$ cat src/tmc_pkg.sv
// shared constants and types of the transceiver mode controller
package tmc_pkg;
	// clock and time base
	localparam int CLK_PERIOD_NS        = 50;
	localparam int FAIL_SAFE_TIMEOUT_NS = 4000000;   // fail_safe_timeout
	localparam int UV_FILTER_NS         = 200000;    // undervoltage_filter_time
	localparam int MODE_HOLD_NS         = 20000;     // mode_hold_time
	localparam int SLEEP_ENTRY_NS       = 10000;     // sleep_entry_time
	// least times, rounded up to whole cycles
	localparam int FAIL_SAFE_CYC   = (FAIL_SAFE_TIMEOUT_NS + CLK_PERIOD_NS - 1) / CLK_PERIOD_NS;
	localparam int UV_FILTER_CYC   = (UV_FILTER_NS + CLK_PERIOD_NS - 1) / CLK_PERIOD_NS;
	localparam int MODE_HOLD_CYC   = (MODE_HOLD_NS + CLK_PERIOD_NS - 1) / CLK_PERIOD_NS;
	localparam int SLEEP_ENTRY_CYC = (SLEEP_ENTRY_NS + CLK_PERIOD_NS - 1) / CLK_PERIOD_NS;
	localparam int CNT_W           = 20;                 // wide enough for every count
	// operating modes
	typedef enum logic [2:0] {
		modeOff,
		modeSleep,
		modeStandby,
		modeGoSleep,
		modeSilent,
		modeNormal
	} tmc_mode_t;
	// host register map
	localparam logic [7:0]  REG_CTRL      = 8'h00;
	localparam logic [7:0]  REG_STATUS    = 8'h04;
	localparam int          CTRL_STB_BIT  = 0;        // standby_select_n level
	localparam int          CTRL_EN_BIT   = 1;        // enable level
	localparam int          CTRL_HOLD_BIT = 2;        // power_request_hold_off level
	localparam logic [2:0]  CTRL_RESET    = 3'h0;
	localparam int          STAT_RXD_BIT  = 0;        // synchronised receive line
	localparam int          STAT_PEND_BIT = 1;        // standby-select rise waiting
endpackage : tmc_pkg

$ cat src/tmc_pin_if.sv
// pin-level link between host controller and transceiver
`timescale 1ns/10ps
interface tmc_pin_if;
	logic standbySelectN;       // mode pin, active low standby
	logic enable;               // mode pin
	logic powerRequestHoldOff;  // hold-off input to device
	logic rxdOut;               // device receive data value
	logic rxdOe;                // device drives receive line
	logic rxdLine;              // resolved receive line

	// undriven receive line reads high, as with the host's pull-up
	assign rxdLine = rxdOe ? rxdOut : 1'b1;

	modport device (
		input  standbySelectN,
		input  enable,
		input  powerRequestHoldOff,
		output rxdOut,
		output rxdOe
	);
	modport host (
		output standbySelectN,
		output enable,
		output powerRequestHoldOff,
		input  rxdLine
	);
endinterface : tmc_pin_if

$ cat src/tmc_pin_sync.sv
// three-stage synchroniser with agreement filter for pin inputs
`timescale 1ns/10ps
module tmc_pin_sync #(
	parameter int W = 1
) (
	// clock and reset
	input  wire logic         ref_clk,
	input  wire logic         rstn,
	// pins in, filtered levels out
	input  wire logic [W-1:0] pinIn,
	output logic      [W-1:0] pinOut
);
	logic [W-1:0] stage1_r;   // metastable stage, read only by stage2
	logic [W-1:0] stage2_r;
	logic [W-1:0] stage3_r;
	logic [W-1:0] level_r;

	// a change counts only once stage two and three agree
	always_ff @(posedge ref_clk or negedge rstn) begin
		if (!rstn) begin
			stage1_r <= '0;
			stage2_r <= '0;
			stage3_r <= '0;
			level_r  <= '0;
		end else begin
			stage1_r <= pinIn;
			stage2_r <= stage1_r;
			stage3_r <= stage2_r;
			level_r  <= (stage2_r & stage3_r) | (level_r & (stage2_r | stage3_r));
		end
	end

	assign pinOut = level_r;
endmodule : tmc_pin_sync

$ cat src/tmc_device.sv
// transceiver operating-mode state machine (device end)
// Summary of operation
// - six modes chosen from pins and conditions
// - undervoltage timers armed after first rise
// - armed timer past filter forces sleep
// - fail-safe timer starts on standby entry
// - normal entry stops and clears fail-safe
// - silent from standby keeps timer running
// - standby-select rise exits plain sleep
// - pin exits need io supply valid
// - fail-safe sleep exits on enable edge
// - host first toggles enable with select low
// - select held low mode hold time
// - hold-off latched only in silent mode
// - battery undervoltage clears hold-off latch
// - enable high, select low is go-to-sleep
// - sleep-entry expiry moves into sleep
// - power request stays until sleep entry
// - normal enables driver and receiver
// - silent disables driver, keeps receiver
// - standby drives receive low on wake
// - normal entry clears wake, power-on flags
//
// The implementer's own choices: the AHB-Lite register port and the placing of the registers.
`timescale 1ns/10ps
module tmc_device #(
	parameter int FAIL_SAFE_CYCLES = tmc_pkg::FAIL_SAFE_CYC
) (
	// clock and reset
	input  wire logic          ref_clk,
	input  wire logic          rstn,
	// pins from the host
	tmc_pin_if.device          pins,
	// supply, temperature and wake status, all asynchronous
	input  wire logic          batteryUndervoltage,
	input  wire logic          coreSupplyAboveRise,
	input  wire logic          coreSupplyBelowFall,
	input  wire logic          ioSupplyAboveRise,
	input  wire logic          ioSupplyBelowFall,
	input  wire logic          thermalShutdown,
	input  wire logic          wakeEvent,
	input  wire logic          busRecessive,
	// bus-side controls and status
	output logic               driverEn,
	output logic               receiverEn,
	output logic               busMonitorEn,
	output logic               powerRequestOut,
	output logic               powerRequestOe,
	output logic               wakeRequestFlag,
	output logic               powerOnFlag,
	output logic               holdOffLatched,
	output tmc_pkg::tmc_mode_t modeState
);
	localparam int NSYNC = 11;

	logic [NSYNC-1:0]            syncIn;         // raw asynchronous levels
	logic [NSYNC-1:0]            syncOut;        // filtered levels
	logic                        stbN, en, holdIn, batUv, tsd, wakeIn, busRec;
	logic [1:0]                  supRise;        // core, io above rising threshold
	logic [1:0]                  supFall;        // core, io below falling threshold
	tmc_pkg::tmc_mode_t          mode_r, mode_nxt;
	logic                        stbPrev_r, enPrev_r;
	logic                        stbRise, enRise, enFall, enEdge;
	logic [1:0]                  uvArmed_r;
	logic [tmc_pkg::CNT_W-1:0]   uvCnt_r [2];
	logic [1:0]                  uvExp;
	logic                        uvExpired;
	logic [tmc_pkg::CNT_W-1:0]   failCnt_r;
	logic                        failRun, failExpired;
	logic                        silentFromStandby_r;
	logic [tmc_pkg::CNT_W-1:0]   gsCnt_r;
	logic                        gsDone;
	logic                        failSafeSleep_r;
	logic                        seqReady_r, holdRun_r;
	logic [tmc_pkg::CNT_W-1:0]   holdCnt_r;
	logic                        enterNormal, enterSleep, enterSilent;
	logic                        wakeFlag_r, wakeFlag_nxt, power_on_flag_r, power_on_flag_nxt;
	logic                        hold_r, rxdOut_r;

	// true where the power request output is on
	function automatic logic inhActive(input tmc_pkg::tmc_mode_t m);
		return (m == tmc_pkg::modeStandby) || (m == tmc_pkg::modeGoSleep) ||
		       (m == tmc_pkg::modeSilent) || (m == tmc_pkg::modeNormal);
	endfunction : inhActive

	// every pin and status input crosses into the clock domain
	assign syncIn = {pins.standbySelectN, pins.enable, pins.powerRequestHoldOff, batteryUndervoltage,
	                 coreSupplyAboveRise, coreSupplyBelowFall, ioSupplyAboveRise, ioSupplyBelowFall,
	                 thermalShutdown, wakeEvent, busRecessive};
	tmc_pin_sync #(.W(NSYNC)) uSync (
		.ref_clk (ref_clk),
		.rstn    (rstn),
		.pinIn   (syncIn),
		.pinOut  (syncOut)
	);
	assign {stbN, en, holdIn, batUv, supRise[0], supFall[0], supRise[1], supFall[1], tsd, wakeIn, busRec} = syncOut;

	// pin edges
	assign stbRise = stbN & ~stbPrev_r;
	assign enRise  = en & ~enPrev_r;
	assign enFall  = ~en & enPrev_r;
	assign enEdge  = en ^ enPrev_r;

	// core and io undervoltage filter timers
	genvar g;
	generate
		for (g = 0; g < 2; g++) begin : gUv
			always_ff @(posedge ref_clk or negedge rstn) begin
				if (!rstn) begin
					uvArmed_r[g] <= 1'b0;
					uvCnt_r[g]   <= '0;
				end else begin
					if (supRise[g])
						uvArmed_r[g] <= 1'b1;
					if (!(uvArmed_r[g] && supFall[g]))
						uvCnt_r[g] <= '0;
					else if (!uvExp[g])
						uvCnt_r[g] <= uvCnt_r[g] + 1'b1;
				end
			end
			assign uvExp[g] = (uvCnt_r[g] == tmc_pkg::CNT_W'(tmc_pkg::UV_FILTER_CYC));
		end
	endgenerate
	assign uvExpired = |uvExp;

	// fail-safe runs in standby and in silent reached from standby
	assign failRun     = (mode_r == tmc_pkg::modeStandby) ||
	                     (mode_r == tmc_pkg::modeSilent && silentFromStandby_r);
	assign failExpired = failRun && (failCnt_r >= tmc_pkg::CNT_W'(FAIL_SAFE_CYCLES));
	assign gsDone      = (gsCnt_r == tmc_pkg::CNT_W'(tmc_pkg::SLEEP_ENTRY_CYC - 1));

	// mode selection; fault conditions override the pins
	always_comb begin
		mode_nxt = mode_r;
		case (mode_r)
			tmc_pkg::modeOff: begin
				mode_nxt = tmc_pkg::modeStandby;
			end
			tmc_pkg::modeStandby: begin
				if (stbN)
					mode_nxt = en ? tmc_pkg::modeNormal : tmc_pkg::modeSilent;
				else if (en && !wakeFlag_r)
					mode_nxt = tmc_pkg::modeGoSleep;
			end
			tmc_pkg::modeSilent, tmc_pkg::modeNormal: begin
				if (!stbN)
					mode_nxt = en ? tmc_pkg::modeGoSleep : tmc_pkg::modeStandby;
				else
					mode_nxt = en ? tmc_pkg::modeNormal : tmc_pkg::modeSilent;
			end
			tmc_pkg::modeGoSleep: begin
				if (gsDone)
					mode_nxt = tmc_pkg::modeSleep;
				else if (stbN)
					mode_nxt = en ? tmc_pkg::modeNormal : tmc_pkg::modeSilent;
				else if (!en)
					mode_nxt = tmc_pkg::modeStandby;
			end
			tmc_pkg::modeSleep: begin
				if (wakeIn)
					mode_nxt = tmc_pkg::modeStandby;
				else if (supRise[1]) begin
					if (!failSafeSleep_r && stbRise)
						mode_nxt = en ? tmc_pkg::modeNormal : tmc_pkg::modeSilent;
					else if (failSafeSleep_r && seqReady_r && stbN && enRise)
						mode_nxt = tmc_pkg::modeNormal;
					else if (failSafeSleep_r && seqReady_r && stbN && enFall)
						mode_nxt = tmc_pkg::modeSilent;
				end
			end
			default: mode_nxt = tmc_pkg::modeOff;
		endcase
		if (failExpired)
			mode_nxt = tmc_pkg::modeSleep;
		if (uvExpired && mode_r != tmc_pkg::modeSleep && mode_r != tmc_pkg::modeOff)
			mode_nxt = tmc_pkg::modeSleep;
		if (batUv)
			mode_nxt = tmc_pkg::modeOff;
	end

	assign enterNormal = (mode_nxt == tmc_pkg::modeNormal) && (mode_r != tmc_pkg::modeNormal);
	assign enterSleep  = (mode_nxt == tmc_pkg::modeSleep) && (mode_r != tmc_pkg::modeSleep);
	assign enterSilent = (mode_nxt == tmc_pkg::modeSilent) && (mode_r != tmc_pkg::modeSilent);

	// flags: a set in the same cycle as a clear wins
	assign wakeFlag_nxt = (wakeIn && (mode_r == tmc_pkg::modeStandby || mode_r == tmc_pkg::modeSleep)) ||
	                      (wakeFlag_r && !enterNormal);
	assign power_on_flag_nxt    = (mode_r == tmc_pkg::modeOff && mode_nxt != tmc_pkg::modeOff) ||
	                      (power_on_flag_r && !enterNormal);

	// mode register, pin history and flags
	always_ff @(posedge ref_clk or negedge rstn) begin
		if (!rstn) begin
			mode_r     <= tmc_pkg::modeOff;
			stbPrev_r  <= 1'b0;
			enPrev_r   <= 1'b0;
			wakeFlag_r <= 1'b0;
			power_on_flag_r    <= 1'b0;
		end else begin
			mode_r     <= mode_nxt;
			stbPrev_r  <= stbN;
			enPrev_r   <= en;
			wakeFlag_r <= wakeFlag_nxt;
			power_on_flag_r    <= power_on_flag_nxt;
		end
	end

	// fail-safe and sleep-entry timers
	always_ff @(posedge ref_clk or negedge rstn) begin
		if (!rstn) begin
			failCnt_r           <= '0;
			silentFromStandby_r <= 1'b0;
			gsCnt_r             <= '0;
		end else begin
			// cleared whenever idle, so normal entry stops and clears it
			failCnt_r <= (failRun && !failExpired) ? failCnt_r + 1'b1 : '0;
			if (enterSilent)
				silentFromStandby_r <= (mode_r == tmc_pkg::modeStandby);
			gsCnt_r <= (mode_r == tmc_pkg::modeGoSleep && !gsDone) ? gsCnt_r + 1'b1 : '0;
		end
	end

	// exit sequence after fail-safe sleep
	always_ff @(posedge ref_clk or negedge rstn) begin
		if (!rstn) begin
			failSafeSleep_r <= 1'b0;
			seqReady_r      <= 1'b0;
			holdRun_r       <= 1'b0;
			holdCnt_r       <= '0;
		end else if (enterSleep) begin
			failSafeSleep_r <= failExpired;
			seqReady_r      <= !stbN;                     // select already high needs a fresh edge
			holdRun_r       <= 1'b0;
			holdCnt_r       <= '0;
		end else if (!stbN && enEdge) begin
			seqReady_r <= 1'b0;                           // edge with select low restarts hold
			holdRun_r  <= 1'b1;
			holdCnt_r  <= '0;
		end else if (holdRun_r && !stbN) begin
			holdCnt_r <= holdCnt_r + 1'b1;
			if (holdCnt_r == tmc_pkg::CNT_W'(tmc_pkg::MODE_HOLD_CYC - 1)) begin
				seqReady_r <= 1'b1;
				holdRun_r  <= 1'b0;
			end
		end else if (holdRun_r && stbN) begin
			holdRun_r <= 1'b0;                            // select rose too early, ignored
		end
	end

	// hold-off latch and receive output
	always_ff @(posedge ref_clk or negedge rstn) begin
		if (!rstn) begin
			hold_r   <= 1'b0;
			rxdOut_r <= 1'b1;
		end else begin
			if (batUv)
				hold_r <= 1'b0;
			else if (mode_r == tmc_pkg::modeSilent)
				hold_r <= holdIn;
			case (mode_nxt)
				tmc_pkg::modeNormal, tmc_pkg::modeSilent: rxdOut_r <= busRec;
				tmc_pkg::modeStandby: rxdOut_r <= !wakeFlag_nxt;
				default: rxdOut_r <= 1'b1;
			endcase
		end
	end

	// mode-decoded outputs
	assign driverEn        = (mode_r == tmc_pkg::modeNormal) && !tsd;
	assign receiverEn      = (mode_r == tmc_pkg::modeNormal) || (mode_r == tmc_pkg::modeSilent);
	assign busMonitorEn    = (mode_r == tmc_pkg::modeStandby) || (mode_r == tmc_pkg::modeGoSleep) ||
	                         (mode_r == tmc_pkg::modeSleep);
	// the mask suppresses the request only in standby, e.g. after a spurious wake
	assign powerRequestOe  = inhActive(mode_r) && !(hold_r && mode_r == tmc_pkg::modeStandby);
	assign powerRequestOut = 1'b1;
	assign pins.rxdOut     = rxdOut_r;
	assign pins.rxdOe      = (mode_r != tmc_pkg::modeOff) && supRise[1];
	assign wakeRequestFlag = wakeFlag_r;
	assign powerOnFlag     = power_on_flag_r;
	assign holdOffLatched  = hold_r;
	assign modeState       = mode_r;
endmodule : tmc_device

$ cat src/flat_wrapper.sv
// flat-port wrapper written by rule: the top's interface ports become plain ports
module tmc_device_flat 
#(
	parameter int FAIL_SAFE_CYCLES = tmc_pkg::FAIL_SAFE_CYC
)
  (ref_clk, rstn, batteryUndervoltage, coreSupplyAboveRise, coreSupplyBelowFall, ioSupplyAboveRise, ioSupplyBelowFall, thermalShutdown, wakeEvent, busRecessive, driverEn, receiverEn, busMonitorEn, powerRequestOut, powerRequestOe, wakeRequestFlag, powerOnFlag, holdOffLatched, modeState, pins_standbySelectN, pins_enable, pins_powerRequestHoldOff, pins_rxdOut, pins_rxdOe);
  tmc_pin_if pins_i ();
  input  wire logic ref_clk;
  input  wire logic rstn;
  input  wire logic batteryUndervoltage;
  input  wire logic coreSupplyAboveRise;
  input  wire logic coreSupplyBelowFall;
  input  wire logic ioSupplyAboveRise;
  input  wire logic ioSupplyBelowFall;
  input  wire logic thermalShutdown;
  input  wire logic wakeEvent;
  input  wire logic busRecessive;
  output logic driverEn;
  output logic receiverEn;
  output logic busMonitorEn;
  output logic powerRequestOut;
  output logic powerRequestOe;
  output logic wakeRequestFlag;
  output logic powerOnFlag;
  output logic holdOffLatched;
  output tmc_pkg::tmc_mode_t modeState;
  input wire logic [$bits(pins_i.standbySelectN)-1:0] pins_standbySelectN;
  input wire logic [$bits(pins_i.enable)-1:0] pins_enable;
  input wire logic [$bits(pins_i.powerRequestHoldOff)-1:0] pins_powerRequestHoldOff;
  output wire logic [$bits(pins_i.rxdOut)-1:0] pins_rxdOut;
  output wire logic [$bits(pins_i.rxdOe)-1:0] pins_rxdOe;
  assign pins_i.standbySelectN = pins_standbySelectN;
  assign pins_i.enable = pins_enable;
  assign pins_i.powerRequestHoldOff = pins_powerRequestHoldOff;
  assign pins_rxdOut = pins_i.rxdOut;
  assign pins_rxdOe = pins_i.rxdOe;
  tmc_device #(.FAIL_SAFE_CYCLES(FAIL_SAFE_CYCLES)) u_core (.ref_clk(ref_clk), .rstn(rstn), .pins(pins_i), .batteryUndervoltage(batteryUndervoltage), .coreSupplyAboveRise(coreSupplyAboveRise), .coreSupplyBelowFall(coreSupplyBelowFall), .ioSupplyAboveRise(ioSupplyAboveRise), .ioSupplyBelowFall(ioSupplyBelowFall), .thermalShutdown(thermalShutdown), .wakeEvent(wakeEvent), .busRecessive(busRecessive), .driverEn(driverEn), .receiverEn(receiverEn), .busMonitorEn(busMonitorEn), .powerRequestOut(powerRequestOut), .powerRequestOe(powerRequestOe), .wakeRequestFlag(wakeRequestFlag), .powerOnFlag(powerOnFlag), .holdOffLatched(holdOffLatched), .modeState(modeState));
endmodule
$ cat config.mk
export PLATFORM = sky130hd
export DESIGN_NAME = tmc_device_flat
export DESIGN_NICKNAME = d
export VERILOG_FILES = /design/src/tmc_pkg.sv /design/src/tmc_pin_if.sv /design/src/tmc_pin_sync.sv /design/src/tmc_device.sv /design/src/flat_wrapper.sv
export SDC_FILE = /design/constraint.sdc
export NUM_CORES = 1
export LEC_CHECK = 0
export ABC_CLOCK_PERIOD_IN_PS = 3400
export BUFFER_PORTS_ARGS = -buffer_cell sky130_fd_sc_hd__buf_2
export CAP_MARGIN = 25
export CORE_MARGIN = 2
export CORE_UTILIZATION = 50
export CTS_CLUSTER_SIZE = 12
export DETAILED_ROUTE_END_ITERATION = 12
export PLACE_DENSITY = 0.67
export SLEW_MARGIN = 15
export SYNTH_ARGS = -nofsm -noshare
export SYNTH_HDL_FRONTEND = slang
export SYNTH_SLANG_ARGS = --single-unit
$ cat constraint.sdc
create_clock -name ref_clk -period 3.4 [get_ports ref_clk]
set_clock_uncertainty 0.2 [all_clocks]
set_input_delay 0.51 -clock ref_clk [delete_from_list [all_inputs] [get_ports ref_clk]]
set_output_delay 0.51 -clock ref_clk [all_outputs]
set_load 0.05 [all_outputs]
==> results.cfg <==
[finish]
syn2layout_area_growth_pct = 15.4
fin_util = 0.588
fill_cells = 1155
antenna_cells = 0
layout-drive-gt1-share = 0.142
nNetsFinal = 714

[floorplanning]
fp-row-count = 43
dieHeight_microns = 122
core-area_sq_mm = 0.0138
boundaryPins = 26
die_w_microns = 122
initial_utilization = 0.510
fp.dieArea_sq_mm = 0.0150

[global_routing]
antenna_found_initial = 0
grt_pass1_wl_mm = 21.8
grt_max_degree = 84
met1_usage = 0.256
busiest_layer = met2
met2_usage = 0.282
grt_pass1_vias = 4650
grt_use_met3 = 0.0469
grt.overflow.total = 0
grtUsageTotal = 0.186

[clock_tree]
cts_tree = built
postCtsSetupBuffers = 0
htree_levels = 4
clock_path_buffers = 2
cts_num_sinks = 159
clock_latency_ps = 420
cts_made_buffers = 17
clockRootBuffer = clkbuf_16
path_clk_slew_ps = 60

[timing]
max_freq_ghz = 0.339
finalSetupViolations = 0
slew_viol_final = 0
finalSetupTns_ps = 0
finalCriticalPeriod_ps = 2950
fin_crit_sh = 0.867
finalHoldViolations = 0
rsz0062_at_grt = false
tightest_slew_ps = 757
finalWorstSetupSlack_ps = 451
relSlewSlack = 0.495

[critical_path]
crit_family = simple AND/OR/NAND/NOR gates
slowest_stage = or4_1
cp_num_buf_inv = 1
end_kind = flop
path_cells = or4_1, or3_1, o311ai_1, a211o_1, a311oi_4, o22ai_2, buf_4, nor2_2
cp.required_ps = 3500
critPathKind = reg2reg
cp-start-kind = flop
arrival_ps = 3050
path_max_fanout = 20
max_stage_delay_ps = 530

[route]
vias = 4691
viasPerCell = 5.31
routed_wl_mm = 12.5
firstDrtPassIters = 4
drt_iter0_drc = 257
ant_nets = 0
wire_per_inst_microns = 14.1
drcViolationCount = 0

[synthesis]
ys_ff_latch = 159
synthArstFlopShare = 1.00
yosys_warnings = 0
syn_area_sq_mm = 0.00702
synth-edff-count = 0
ys.flop_type = dfrtp_1
syn-instance-count = 644
yosysSeqAreaShare = 0.567
synth.distinct_cells = 66
avgSynthCellArea_sq_um = 10.9

[power_and_ir_drop]
peakVddDrop_mv = 0.459
p_per_area_mw_per_mm2 = 616
leakage_nw = 3.52

[placement]
pre_cts_ws_ps = 459
gp_congestion = 0.845
io_buffer_count = 24
dp.final_hpwl_mm = 8.12

[run]
drv_cap = 0

[min_path]
hold_class = reg2reg

[status]
outcome = finished clean
==> cells in the mapped netlist (all sizes together), types with 2 or more instances <==
library cell,instances,share of area
o211ai,2,0.0021
clkbuf,11,0.0059
maj3,11,0.016
and3,20,0.018
nand2b,2,0.0018
o31a,2,0.0027
buf,4,0.0048
nand4,13,0.012
o22ai,2,0.0027
mux2i,3,0.0043
a211o,2,0.0025
nor3,8,0.0080
inv,16,0.0086
nor2,116,0.070
conb,2,0.0011
and2,5,0.0045
xor2,54,0.067
a21oi,15,0.011
nor2b,5,0.0048
a21o,3,0.0032
nand3,41,0.029
nand2,43,0.023
a31oi,3,0.0027
nor4,8,0.0071
or4,4,0.0043
or2,5,0.0045
xnor2,29,0.036
ha,10,0.018
and4,5,0.0062
nor4b,5,0.0062
or3,9,0.0080
o21ai,7,0.0050
dfrtp,158,0.56
==> cell usage in the layout (no fill, tap or decap), types with 13 or more instances in the layout <==
cell       instances
nor2_2            21
nand4_1           13
buf_2             23
xnor2_1           29
nand2_1           43
nand3_1           41
clkbuf_16         17
dfrtp_1          158
and3_1            18
xor2_1            54
a21oi_1           15
inv_1             16
nor2_1            95
==> worst paths after layout <==
check	start	endpoint	slack [ps]	cells past startpoint
max	u_core.gsCnt_r[16]$_DFF_PN0_	u_core.holdCnt_r[10]$_DFFE_PN0P_	450	8
min	u_core.uSync.stage1_r[9]$_DFF_PN0_	u_core.uSync.stage2_r[9]$_DFF_PN0_	150	0
max reg2reg	u_core.gsCnt_r[16]$_DFF_PN0_	u_core.holdCnt_r[10]$_DFFE_PN0P_	450	8
min reg2reg	u_core.uSync.stage1_r[9]$_DFF_PN0_	u_core.uSync.stage2_r[9]$_DFF_PN0_	150	0
max in group asynchronous	rstn	u_core.uSync.stage2_r[9]$_DFF_PN0_	1650	3
min in group asynchronous	rstn	u_core.uSync.pinOut[5]$_DFF_PN0_	520	2
==> area by class of cell <==
type	instances	area (sq um)	share of cell area
clock buffers	18	439	0.0542
inverters	16	60.1	0.00741
multi-input cells	456	2910	0.359
clock inverters	14	189	0.0233
well taps	180	225	0.0278
flip-flops and latches	159	3980	0.491
repair buffers	41	297	0.0366
==> where the power goes <==
group	switching [W]	internal, W
logic	0.000572	0.000273
registers	0.000143	0.00200
clock network	0.000754	0.00125
total	0.00147	0.00352
==> flip-flops by register name, summed over array words and instances, names as in the netlist <==
register,count
u_core.holdOffLatched,1
u_core.uSync.stage1_r,11
u_core.uSync.stage2_r,11
u_core.enPrev_r,1
u_core.pins.rxdOut,1
u_core.seqReady_r,1
u_core.powerOnFlag,1
u_core.gsCnt_r,20
u_core.uvCnt_r,40
u_core.failCnt_r,20
u_core.uSync.stage3_r,11
u_core.stbPrev_r,1
u_core.uSync.pinOut,11
u_core.failSafeSleep_r,1
u_core.wakeRequestFlag,1
u_core.modeState,3
u_core.holdRun_r,1
u_core.holdCnt_r,20
u_core.silentFromStandby_r,1
u_core.uvArmed_r,2
==> cell families (layout without fill, tap and decap cells) <==
family	Yosys count	after routing	share of synthesized area
compound gates	51	51	0.0570
xor+xnor	83	83	0.104
fa+ha+maj	21	21	0.0335
buf+inv	31	89	0.0193
flops	159	159	0.567
mux	4	4	0.00588
other cells	2	4	0.00107
simple gates	293	293	0.213
==> layer usage <==
layer,share of wire,vias up,wire length [microns]
met5,0,-,0
met4,0.016,0,204
met3,0.039,20,491
met2,0.46,85,5700
met1,0.49,2300,6100
li1,-,2286,-
==> through the flow <==
step	instances	instance area (sq um)	power, W	hold slack [ps]
after floorplan	646	7030	0.00279	14.4
after global placement	840	7350	0.00299	133
after detailed placement	840	7350	0.00301	136
after CTS	884	8100	0.00505	149
after global routing	884	8100	0.00521	151
final	884	8100	0.00499	148
==> timing repair <==
item / 4_1_cts / 5_1_grt
hold buffers: 12 / 0
setup endpoints to repair: 0 / 0
resized for setup: 0 / 0
endpoints found under the hold margin: 91 / 0
Power figures use the tool's default switching activity.
